[config.mk]
export PLATFORM = sky130hd
export DESIGN_NAME = sapll_ctrl
export DESIGN_NICKNAME = d
export VERILOG_FILES = /design/src/design/sapll_ctrl.v
export VERILOG_INCLUDE_DIRS = /design/src /design/src/common
export SDC_FILE = /design/constraint.sdc
export NUM_CORES = 1
export LEC_CHECK = 0
export BUFFER_PORTS_ARGS = -buffer_cell sky130_fd_sc_hd__buf_4
export CAP_MARGIN = 20
export CORE_MARGIN = 8
export CORE_UTILIZATION = 57
export DETAILED_ROUTE_END_ITERATION = 8
export HOLD_SLACK_MARGIN = 0.08
export PLACE_DENSITY = 0.83
export SYNTH_ARGS = -nofsm -noshare
export SYNTH_HDL_FRONTEND = slang
export SYNTH_SLANG_ARGS = --single-unit
[constraint.sdc]
create_clock -name pclk -period 3.8 [get_ports pclk]
set_clock_uncertainty 0.1 [all_clocks]
set_input_delay 0.76 -clock pclk [delete_from_list [all_inputs] [get_ports pclk]]
set_output_delay 0.76 -clock pclk [all_outputs]
set_load 0.01 [all_outputs]
[src/common/sapll_map.vh]
// Register map, field layout, reset values and timing counts for the system PLL control block.
// Assumes a 10 MHz register clock and word-aligned 32-bit APB accesses.
`ifndef SAPLL_MAP_VH
`define SAPLL_MAP_VH

// Byte offsets, the same on every family member
`define SAPLL_CTRL_OFS      8'h00
`define SAPLL_STATUS_OFS    8'h04
`define SAPLL_GPIO_OFS      8'h08
`define SAPLL_FREQ_M_LO_OFS 8'h0C
`define SAPLL_FREQ_M_HI_OFS 8'h10
`define SAPLL_FREQ_N_OFS    8'h14
`define SAPLL_WINDOW_OFS    8'h18

// Control word fields
`define SAPLL_CTRL_DBL_BIT  0
`define SAPLL_CTRL_DIV_LSB  8
`define SAPLL_CTRL_DIV_MSB  17

// Status word fields
`define SAPLL_ST_LOL        0
`define SAPLL_ST_LOL_STICKY 1
`define SAPLL_ST_BOOT_DONE  2
`define SAPLL_ST_FROM_OTP   3
`define SAPLL_ST_FROM_EEP   4
`define SAPLL_ST_SETTLING   5

// Feedback divider limits and reset values
`define SAPLL_DIV_MIN       10'h06C
`define SAPLL_DIV_MAX       10'h22C
`define SAPLL_DIV_RST       10'h118
`define SAPLL_DBL_RST       1'b0
`define SAPLL_FREQ_M_RST    48'h0000_0000_0000
`define SAPLL_FREQ_N_RST    16'h0001

// Lock window derivation
`define SAPLL_VC_MID        10'h200
`define SAPLL_WIN_BASE      10'h010

// Timing
`define SAPLL_CLK_NS        100
`define SAPLL_QUAL_NS       10000
`define SAPLL_SETTLE_NS     100000
`define SAPLL_QUAL_CYC      (`SAPLL_QUAL_NS / `SAPLL_CLK_NS)
`define SAPLL_SETTLE_CYC    (`SAPLL_SETTLE_NS / `SAPLL_CLK_NS)

`endif

[src/design/sapll_ctrl.v]
// System analog PLL control: boot load of doubler and feedback divider, APB registers,
// derived lock window, loss-of-lock alarm and optional GPIO status drive.
// Assumes boot loader, loop filter code and APB master all run on pclk.
//
// Implementation choices: the APB slave port and the address map.
`timescale 1ns/10ps
`include "sapll_map.vh"

module sapll_ctrl
#(
    parameter SETTLE_CYC = `SAPLL_SETTLE_CYC,
    parameter QUAL_CYC   = `SAPLL_QUAL_CYC
)
(
    input  wire        pclk,
    input  wire        presetn,
    input  wire        psel,
    input  wire        penable,
    input  wire        pwrite,
    input  wire [7:0]  paddr,
    input  wire [31:0] pwdata,
    output wire [31:0] prdata,
    output wire        pready,
    output wire        pslverr,
    input  wire        boot_ready,
    input  wire        otp_en,
    input  wire        otp_valid,
    input  wire [10:0] otp_word,
    input  wire        eeprom_en,
    input  wire        eeprom_valid,
    input  wire [10:0] eeprom_word,
    input  wire [9:0]  vc_code,
    output wire        doubler_en,
    output wire [9:0]  fb_div,
    output wire        lock_lost,
    output wire        gpio_status,
    output wire        gpio_status_oe_n
);

////////////////////////////////////////////////////////////////////////////////
// State and registers

localparam [1:0] ST_BOOT = 2'b01;      // Waiting for the loader
localparam [1:0] ST_RUN  = 2'b10;      // Normal operation

reg  [1:0]  state;                     // One-hot boot state
reg         dbl;                       // Doubler select
reg  [9:0]  div;                       // Feedback divider
reg         gpio_route;                // Alarm drives GPIO
reg  [47:0] freq_m;                    // Reference numerator
reg  [15:0] freq_n;                    // Reference denominator
reg         lol_sticky;                // Latched loss of lock
reg         from_otp;                  // Boot took OTP
reg         from_eep;                  // Boot took EEPROM
reg  [15:0] settle_cnt;                // Post-change hold-off
reg  [15:0] qual_cnt;                  // In-window qualification
reg  [31:0] rdata;                     // Registered read data
reg         lol_q;                     // Registered alarm
reg  [31:0] next_rdata;                // Read mux
wire        setup_ph;                  // APB setup cycle
wire        access_ph;                 // APB access cycle
wire        mapped;                    // Address decodes
wire        div_ok;                    // Written divider legal
wire        wr_ctrl;                   // Accepted control write
wire        refused;                   // Write refused
wire        otp_ok;                    // OTP usable
wire        eep_ok;                    // EEPROM usable
wire [9:0]  half_win;                  // Window half-width
wire [9:0]  win_lo;                    // Window low edge
wire [9:0]  win_hi;                    // Window high edge
wire        in_win;                    // Code inside window
wire        cfg_change;                // Config just changed
wire        boot_load;                 // Boot load cycle

////////////////////////////////////////////////////////////////////////////////
// APB decode

assign setup_ph  = psel & ~penable;
assign access_ph = psel & penable;
// Fixed map shared by every variant
assign mapped    = (paddr == `SAPLL_CTRL_OFS) | (paddr == `SAPLL_STATUS_OFS) |
                   (paddr == `SAPLL_GPIO_OFS) | (paddr == `SAPLL_FREQ_M_LO_OFS) |
                   (paddr == `SAPLL_FREQ_M_HI_OFS) | (paddr == `SAPLL_FREQ_N_OFS) |
                   (paddr == `SAPLL_WINDOW_OFS);
// Only legal divider values are accepted
assign div_ok    = (pwdata[`SAPLL_CTRL_DIV_MSB:`SAPLL_CTRL_DIV_LSB] >= `SAPLL_DIV_MIN) &&
                   (pwdata[`SAPLL_CTRL_DIV_MSB:`SAPLL_CTRL_DIV_LSB] <= `SAPLL_DIV_MAX);
// Control writes are refused until the boot load has finished
assign wr_ctrl   = access_ph & pwrite & (paddr == `SAPLL_CTRL_OFS) & state[1] & div_ok;
assign refused   = pwrite & (paddr == `SAPLL_CTRL_OFS) & ~(state[1] & div_ok);
assign pready    = 1'b1;
assign pslverr   = access_ph & (~mapped | refused);
assign prdata    = rdata;

////////////////////////////////////////////////////////////////////////////////
// Boot source choice

assign otp_ok    = otp_en & otp_valid;
assign eep_ok    = eeprom_en & eeprom_valid;
assign boot_load = state[0] & boot_ready;

// Boot state machine
always @(posedge pclk or negedge presetn)
begin
    if (!presetn)
    begin
        state <= ST_BOOT;
    end
    else
    begin
        case (state)
            ST_BOOT:
            begin
                if (boot_ready)
                begin
                    state <= ST_RUN;
                end
            end
            ST_RUN:
            begin
                state <= ST_RUN;
            end
            default:
            begin
                state <= ST_BOOT;
            end
        endcase
    end
end

////////////////////////////////////////////////////////////////////////////////
// Configuration registers

// Loaded at boot, then written by software
always @(posedge pclk or negedge presetn)
begin
    if (!presetn)
    begin
        dbl        <= `SAPLL_DBL_RST;
        div        <= `SAPLL_DIV_RST;
        gpio_route <= 1'b0;
        freq_m     <= `SAPLL_FREQ_M_RST;
        freq_n     <= `SAPLL_FREQ_N_RST;
        from_otp   <= 1'b0;
        from_eep   <= 1'b0;
    end
    else
    begin
        if (boot_load)
        begin
            // OTP first, then EEPROM, else keep defaults
            if (otp_ok)
            begin
                dbl      <= otp_word[0];
                div      <= otp_word[10:1];
                from_otp <= 1'b1;
            end
            else if (eep_ok)
            begin
                dbl      <= eeprom_word[0];
                div      <= eeprom_word[10:1];
                from_eep <= 1'b1;
            end
        end
        else if (wr_ctrl)
        begin
            dbl <= pwdata[`SAPLL_CTRL_DBL_BIT];
            div <= pwdata[`SAPLL_CTRL_DIV_MSB:`SAPLL_CTRL_DIV_LSB];
        end
        if (access_ph & pwrite)
        begin
            // Other writable words
            case (paddr)
                `SAPLL_GPIO_OFS:      gpio_route     <= pwdata[0];
                `SAPLL_FREQ_M_LO_OFS: freq_m[31:0]   <= pwdata;
                `SAPLL_FREQ_M_HI_OFS: freq_m[47:32]  <= pwdata[15:0];
                `SAPLL_FREQ_N_OFS:    freq_n         <= pwdata[15:0];
                default:              gpio_route     <= gpio_route;
            endcase
        end
    end
end

////////////////////////////////////////////////////////////////////////////////
// Lock detection

// Window widens with the divider; nothing is user-set
assign half_win   = `SAPLL_WIN_BASE + {4'h0, div[9:4]};
assign win_lo     = `SAPLL_VC_MID - half_win;
assign win_hi     = `SAPLL_VC_MID + half_win;
assign in_win     = (vc_code >= win_lo) && (vc_code <= win_hi);
assign cfg_change = boot_load | wr_ctrl;

// Settle and qualification counters
always @(posedge pclk or negedge presetn)
begin
    if (!presetn)
    begin
        settle_cnt <= SETTLE_CYC[15:0];
        qual_cnt   <= QUAL_CYC[15:0];
        lol_q      <= 1'b1;
        lol_sticky <= 1'b0;
    end
    else
    begin
        if (cfg_change)
        begin
            settle_cnt <= SETTLE_CYC[15:0];
        end
        else if (settle_cnt != 16'h0000)
        begin
            settle_cnt <= settle_cnt - 16'h0001;
        end
        if (cfg_change | ~in_win)
        begin
            qual_cnt <= QUAL_CYC[15:0];
        end
        else if (qual_cnt != 16'h0000)
        begin
            qual_cnt <= qual_cnt - 16'h0001;
        end
        // Held lost while booting or settling
        lol_q <= state[0] | cfg_change | (settle_cnt != 16'h0000) |
                 (qual_cnt != 16'h0000) | ~in_win;
        // New alarm beats a same-cycle clear
        if (lol_q & state[1])
        begin
            lol_sticky <= 1'b1;
        end
        else if (access_ph & pwrite & (paddr == `SAPLL_STATUS_OFS) & pwdata[`SAPLL_ST_LOL_STICKY])
        begin
            lol_sticky <= 1'b0;
        end
    end
end

assign lock_lost        = lol_q;
assign gpio_status      = lol_q & gpio_route;
assign gpio_status_oe_n = ~gpio_route;
assign doubler_en       = dbl;
assign fb_div           = div;

////////////////////////////////////////////////////////////////////////////////
// Read path

// Read mux, captured in the setup cycle
always @*
begin
    next_rdata = 32'h0000_0000;
    case (paddr)
        `SAPLL_CTRL_OFS:
        begin
            next_rdata[`SAPLL_CTRL_DBL_BIT]                   = dbl;
            next_rdata[`SAPLL_CTRL_DIV_MSB:`SAPLL_CTRL_DIV_LSB] = div;
        end
        `SAPLL_STATUS_OFS:
        begin
            next_rdata[`SAPLL_ST_LOL]        = lol_q;
            next_rdata[`SAPLL_ST_LOL_STICKY] = lol_sticky;
            next_rdata[`SAPLL_ST_BOOT_DONE]  = state[1];
            next_rdata[`SAPLL_ST_FROM_OTP]   = from_otp;
            next_rdata[`SAPLL_ST_FROM_EEP]   = from_eep;
            next_rdata[`SAPLL_ST_SETTLING]   = (settle_cnt != 16'h0000);
        end
        `SAPLL_GPIO_OFS:      next_rdata[0]     = gpio_route;
        `SAPLL_FREQ_M_LO_OFS: next_rdata        = freq_m[31:0];
        `SAPLL_FREQ_M_HI_OFS: next_rdata[15:0]  = freq_m[47:32];
        `SAPLL_FREQ_N_OFS:    next_rdata[15:0]  = freq_n;
        `SAPLL_WINDOW_OFS:
        begin
            next_rdata[9:0]   = win_lo;
            next_rdata[25:16] = win_hi;
        end
        default:              next_rdata        = 32'h0000_0000;
    endcase
end

// Read data register
always @(posedge pclk or negedge presetn)
begin
    if (!presetn)
    begin
        rdata <= 32'h0000_0000;
    end
    else if (setup_ph & ~pwrite)
    begin
        rdata <= next_rdata;
    end
end

endmodule // sapll_ctrl

==> summary by stage <==
CTS
After clock tree synthesis, the clock-pin slew on the worst setup and hold paths is approximately 0.060 ns. The number of buffers created by CTS is 17. Once the clock tree was built, the setup fixing pass inserted 0 buffers.

The TritonCTS clock tree is done. Counting every sink on the clock net gives roughly 150. The number of gates resized after CTS was 0. The number of hold buffers added after cts is 0. The maximum level of the CTS H-tree is 4. The root buffer selected by CTS is sky130_fd_sc_hd__clkbuf_16. Clock latency on the worst-skew pair, taken at its later pin, is approximately 0.42 ns.

The clock passes through at most 2 buffers.

Critical path
The cell depth of the worst setup path is 6. The biggest cell delay along the critical path is between 0.5 and 0.6 ns. The worst setup path is captured at a primary output.

The kind of cell adding the most delay to the critical path is simple AND/OR/NAND/NOR gates. The worst register-to-register path has a setup slack of between 0.6 and 0.7 ns. The most used cell along the critical path is sky130_fd_sc_hd__buf_4. Traced cell by cell, the critical path runs through buf_4 -> or4_1 -> or2_1 -> nor3_2 -> a32o_1 -> buf_4.

The cell with the biggest individual delay on the critical path is sky130_fd_sc_hd__or4_1. The critical setup path kind is in -> out. The element type at the critical path start is a primary input. Counting cells, the worst reg-to-reg path comes to 9. In this run the worst path has a maximum fanout of 4. The arrival time reported for the critical path endpoint is between 2 and 2.5 ns.

The endpoint of the most critical register-to-register path is qual_cnt[5]. At the worst endpoint, the required time is 2.94 ns. The total buffers and inverters traversed by the critical path is 2.

In this run the critical register-to-register path is launched from fb_div[8].

Timing
The worst path uses approximately 84% of the clock period. The tightest slew margin relative to the limit is between 40% and 50%. The worst-margin pin slew is between 0.8 and 0.9 ns.

Setup repair after global routing left no endpoint under its margin. The total count of max-transition violations in the final report is 0. The total negative slack is 0 ns. Based on the critical path, the design can be clocked at up to between 300 and 400 MHz. For the finished layout, the period the worst path requires is around 3.2 ns. The final-report setup violation count is 0. The number of endpoints with negative hold slack in the final report is 0.

Floorplan
The core box area is 13000 sq um. The floorplan row count is 42. The width of the chip is 131 um. The die outline height is around 130 um. For this design the top-level I/O count stands at between 100 and 150. The initial utilization of the core area, before any placement, comes to between 50% and 60%.

The die covers ~17000 sq um.

Synthesis
The area share of and/or/nand/nor cells after synthesis is roughly 16%. The cell area that synthesis handed to floorplanning was between 7000 and 8000 sq um. The post-synthesis net count is 793. The post-synthesis xor/xnor area fraction is 3.16%. Counting flops with a built-in enable in the synthesized netlist gives 0.

The arithmetic-cell share of the synthesized area counting full adders, half adders and majority gates is under 10%. The flip-flop and latch count after synthesis is around 150. The largest total area in the synthesized netlist belongs to sky130_fd_sc_hd__dfrtp_1. During synthesis, Yosys emitted a total of 0 warnings. The mux cell area share after synthesis is between 10% and 20%.

Sequential cells were found to cover around half of the synthesized design area. The share of the synthesized area in the top cell type is about 44%. After synthesis, the largest family of logic cells by area is simple AND/OR/NAND/NOR gates. The fraction of registers with async set/reset is 100%. The number of different library cells in the post-synthesis netlist is slightly below 70.

By area the synthesized netlist is led by sky130_fd_sc_hd__dfrtp_1, sky130_fd_sc_hd__mux2_1, sky130_fd_sc_hd__mux2_2, sky130_fd_sc_hd__dfstp_2, sky130_fd_sc_hd__ha_1. The share of the synthesized area in compound gates (AO/OA/AOI/OAI) is ~11%. For this run, the leading register cell type out of synthesis is sky130_fd_sc_hd__dfrtp_1.

The average instance in the mapped netlist occupies between 10 and 15 sq um. Synthesis produced about 690 cells.

Route
In this run the remaining antenna-violating nets after routing total 0. Dividing the detail-routed wire length by the instance count gives 20.6 um. Summing over every cut layer, the via total after detailed routing is just over 6000. The number of vias per cell after detailed routing is around 6.2. The detailed router finished its first iteration with approximately 580 violations. The highest routed metal layer is met4. The routed length on met2 is 10400 um. For this block, the routed nets add up to ~21000 um of wire.

The first-pass iteration count of the detailed router is 5. The post-detailed-route DRC marker count is 0. After detailed routing, the wire length on met1 is a little over 8000 um. The wire length on met3 is ~1600 um.

Cells and area
For this run, the number of standard cells in the final layout without fillers is 1002. The synthesis-to-finish area growth is 22.2%. Of the cells placed in the final design, the portion with a size suffix greater than 1 is 28.1%. The total inserted antenna cells is 0. The final net count is slightly above 900.

Global route
The total routing usage reported by global routing is 25.0%. The largest net degree at the start of global routing is 80. The first global-routing pass estimated ~33000 um of wire. After global routing the overflow that remains totals 0. The initial antenna violation count is 0.

The via count of the first global-routing pass was approximately 6400.

Placement
The number of buffer cells added on primary ports is between 100 and 150. The number of placed instances, taps included, is slightly below 1000. The global placer's final weighted congestion is between 0.8 and 0.9. Summed over all nets, the half-perimeter wirelength after detailed placement is between 10000 and 15000 um.

Hold path
The path category of the worst min-delay check is in -> async.

Power and ir drop
The leakage dissipation is ~4.4 nW. Dividing total power by cell area gives a power density of 513 nW/um^2. The worst supply voltage drop on vdd is between 0.3 and 0.4 mV.

Outcome
The run finished with clean final reports.

Run
The max-capacitance violation count is 0.
==> stage by stage <==
step | total power [mW] | hold slack, ns | util [%] | setup slack (ns) | area, sq um
6_report | 4.70 | 0.269 | 70.3 | 0.611 | 9160
5_1_grt | 4.95 | 0.337 | 70.3 | 0.506 | 9160
4_1_cts | 4.72 | 0.297 | 70.3 | 0.606 | 9160
3_5_place_dp | 3.14 | 0.357 | 66.1 | 0.616 | 8620
3_3_place_gp | 3.07 | 0.351 | 66.1 | 0.669 | 8620
2_1_floorplan | 2.64 | 0.337 | - | 0.755 | 7490
==> placed cells by master (no fill, tap or decap), drive strengths merged, types with 17 or more instances in the layout <==
cell    count
buf       141
dfrtp     131
mux2       76
nand2      67
nor2       38
a21oi      27
o21ai      26
clkbuf     26
ha         23
nand3      21
nor4       21
inv        20
nor3       19
a22oi      18
xnor2      17
mux2i      17
==> state kept, by name, summed over array words and instances, names as in the netlist <==
signal and flops:
lol_sticky 1, from_otp 1, from_eep 1, state 2, gpio_route 1, prdata 32
settle_cnt 16, freq_n 16, fb_div 10, lock_lost 1, qual_cnt 16, freq_m 48
doubler_en 1
==> where the power goes <==
part / switching (mW) / total, mW / leakage, nW / internal, mW
Clock: 0.612 / 1.57 / 0.260 / 0.962
Combinational: 0.628 / 1.15 / 2.17 / 0.526
Sequential: 0.238 / 1.98 / 1.92 / 1.74
==> synth_stat cells (10+ instances only) <==
library cell and instances:
sky130_fd_sc_hd__dfrtp_1 131, sky130_fd_sc_hd__nand2_1 66, sky130_fd_sc_hd__mux2_1 40, sky130_fd_sc_hd__nor2_1 38
sky130_fd_sc_hd__mux2_2 36, sky130_fd_sc_hd__a21oi_1 27, sky130_fd_sc_hd__o21ai_0 26, sky130_fd_sc_hd__ha_1 23
sky130_fd_sc_hd__clkbuf_1 20, sky130_fd_sc_hd__inv_1 20, sky130_fd_sc_hd__nand3_1 20, sky130_fd_sc_hd__a22oi_1 18
sky130_fd_sc_hd__nor4_1 18, sky130_fd_sc_hd__mux2i_1 17, sky130_fd_sc_hd__xnor2_1 17, sky130_fd_sc_hd__nor3_1 16
sky130_fd_sc_hd__dfstp_2 15, sky130_fd_sc_hd__or4_1 10, sky130_fd_sc_hd__xor2_1 10
==> routing by layer <==
metal  GRT usage [%]  up-vias
li1                -     2771
met1            31.6     3121
met2            40.9      302
met3            6.57       39
met4            8.98        0
met5               0        -
==> final cells by class <==
class                      instances  area, sq um
clock buffer                      26          459
tap                              176          220
fill                             969         3870
sequential                       146         3670
clock inverter                     6         82.6
inverter                          20         75.1
timing repair buffer             141         1060
multi-input combinational        487         3590
==> how the worst max path moves through the flow <==
stage / start / to / slack [ns]
floorplan: paddr[0] / pslverr / 0.76
global placement: paddr[0] / pslverr / 0.67
detailed placement: paddr[0] / pslverr / 0.62
CTS: paddr[0] / pslverr / 0.61
global route: paddr[0] / pslverr / 0.51
finish: paddr[0] / pslverr / 0.61
==> cell families after synthesis <==
logic type / after synthesis
other: 1
adders and majority gates: 23
DFF: 146
xor gates and xnor gates: 27
buffers and inverters: 55
muxes: 93
and+or+nand+nor: 219
AOI/OAI and AO/OA: 124
No activity file was read; power rests on OpenSTA's default activity.
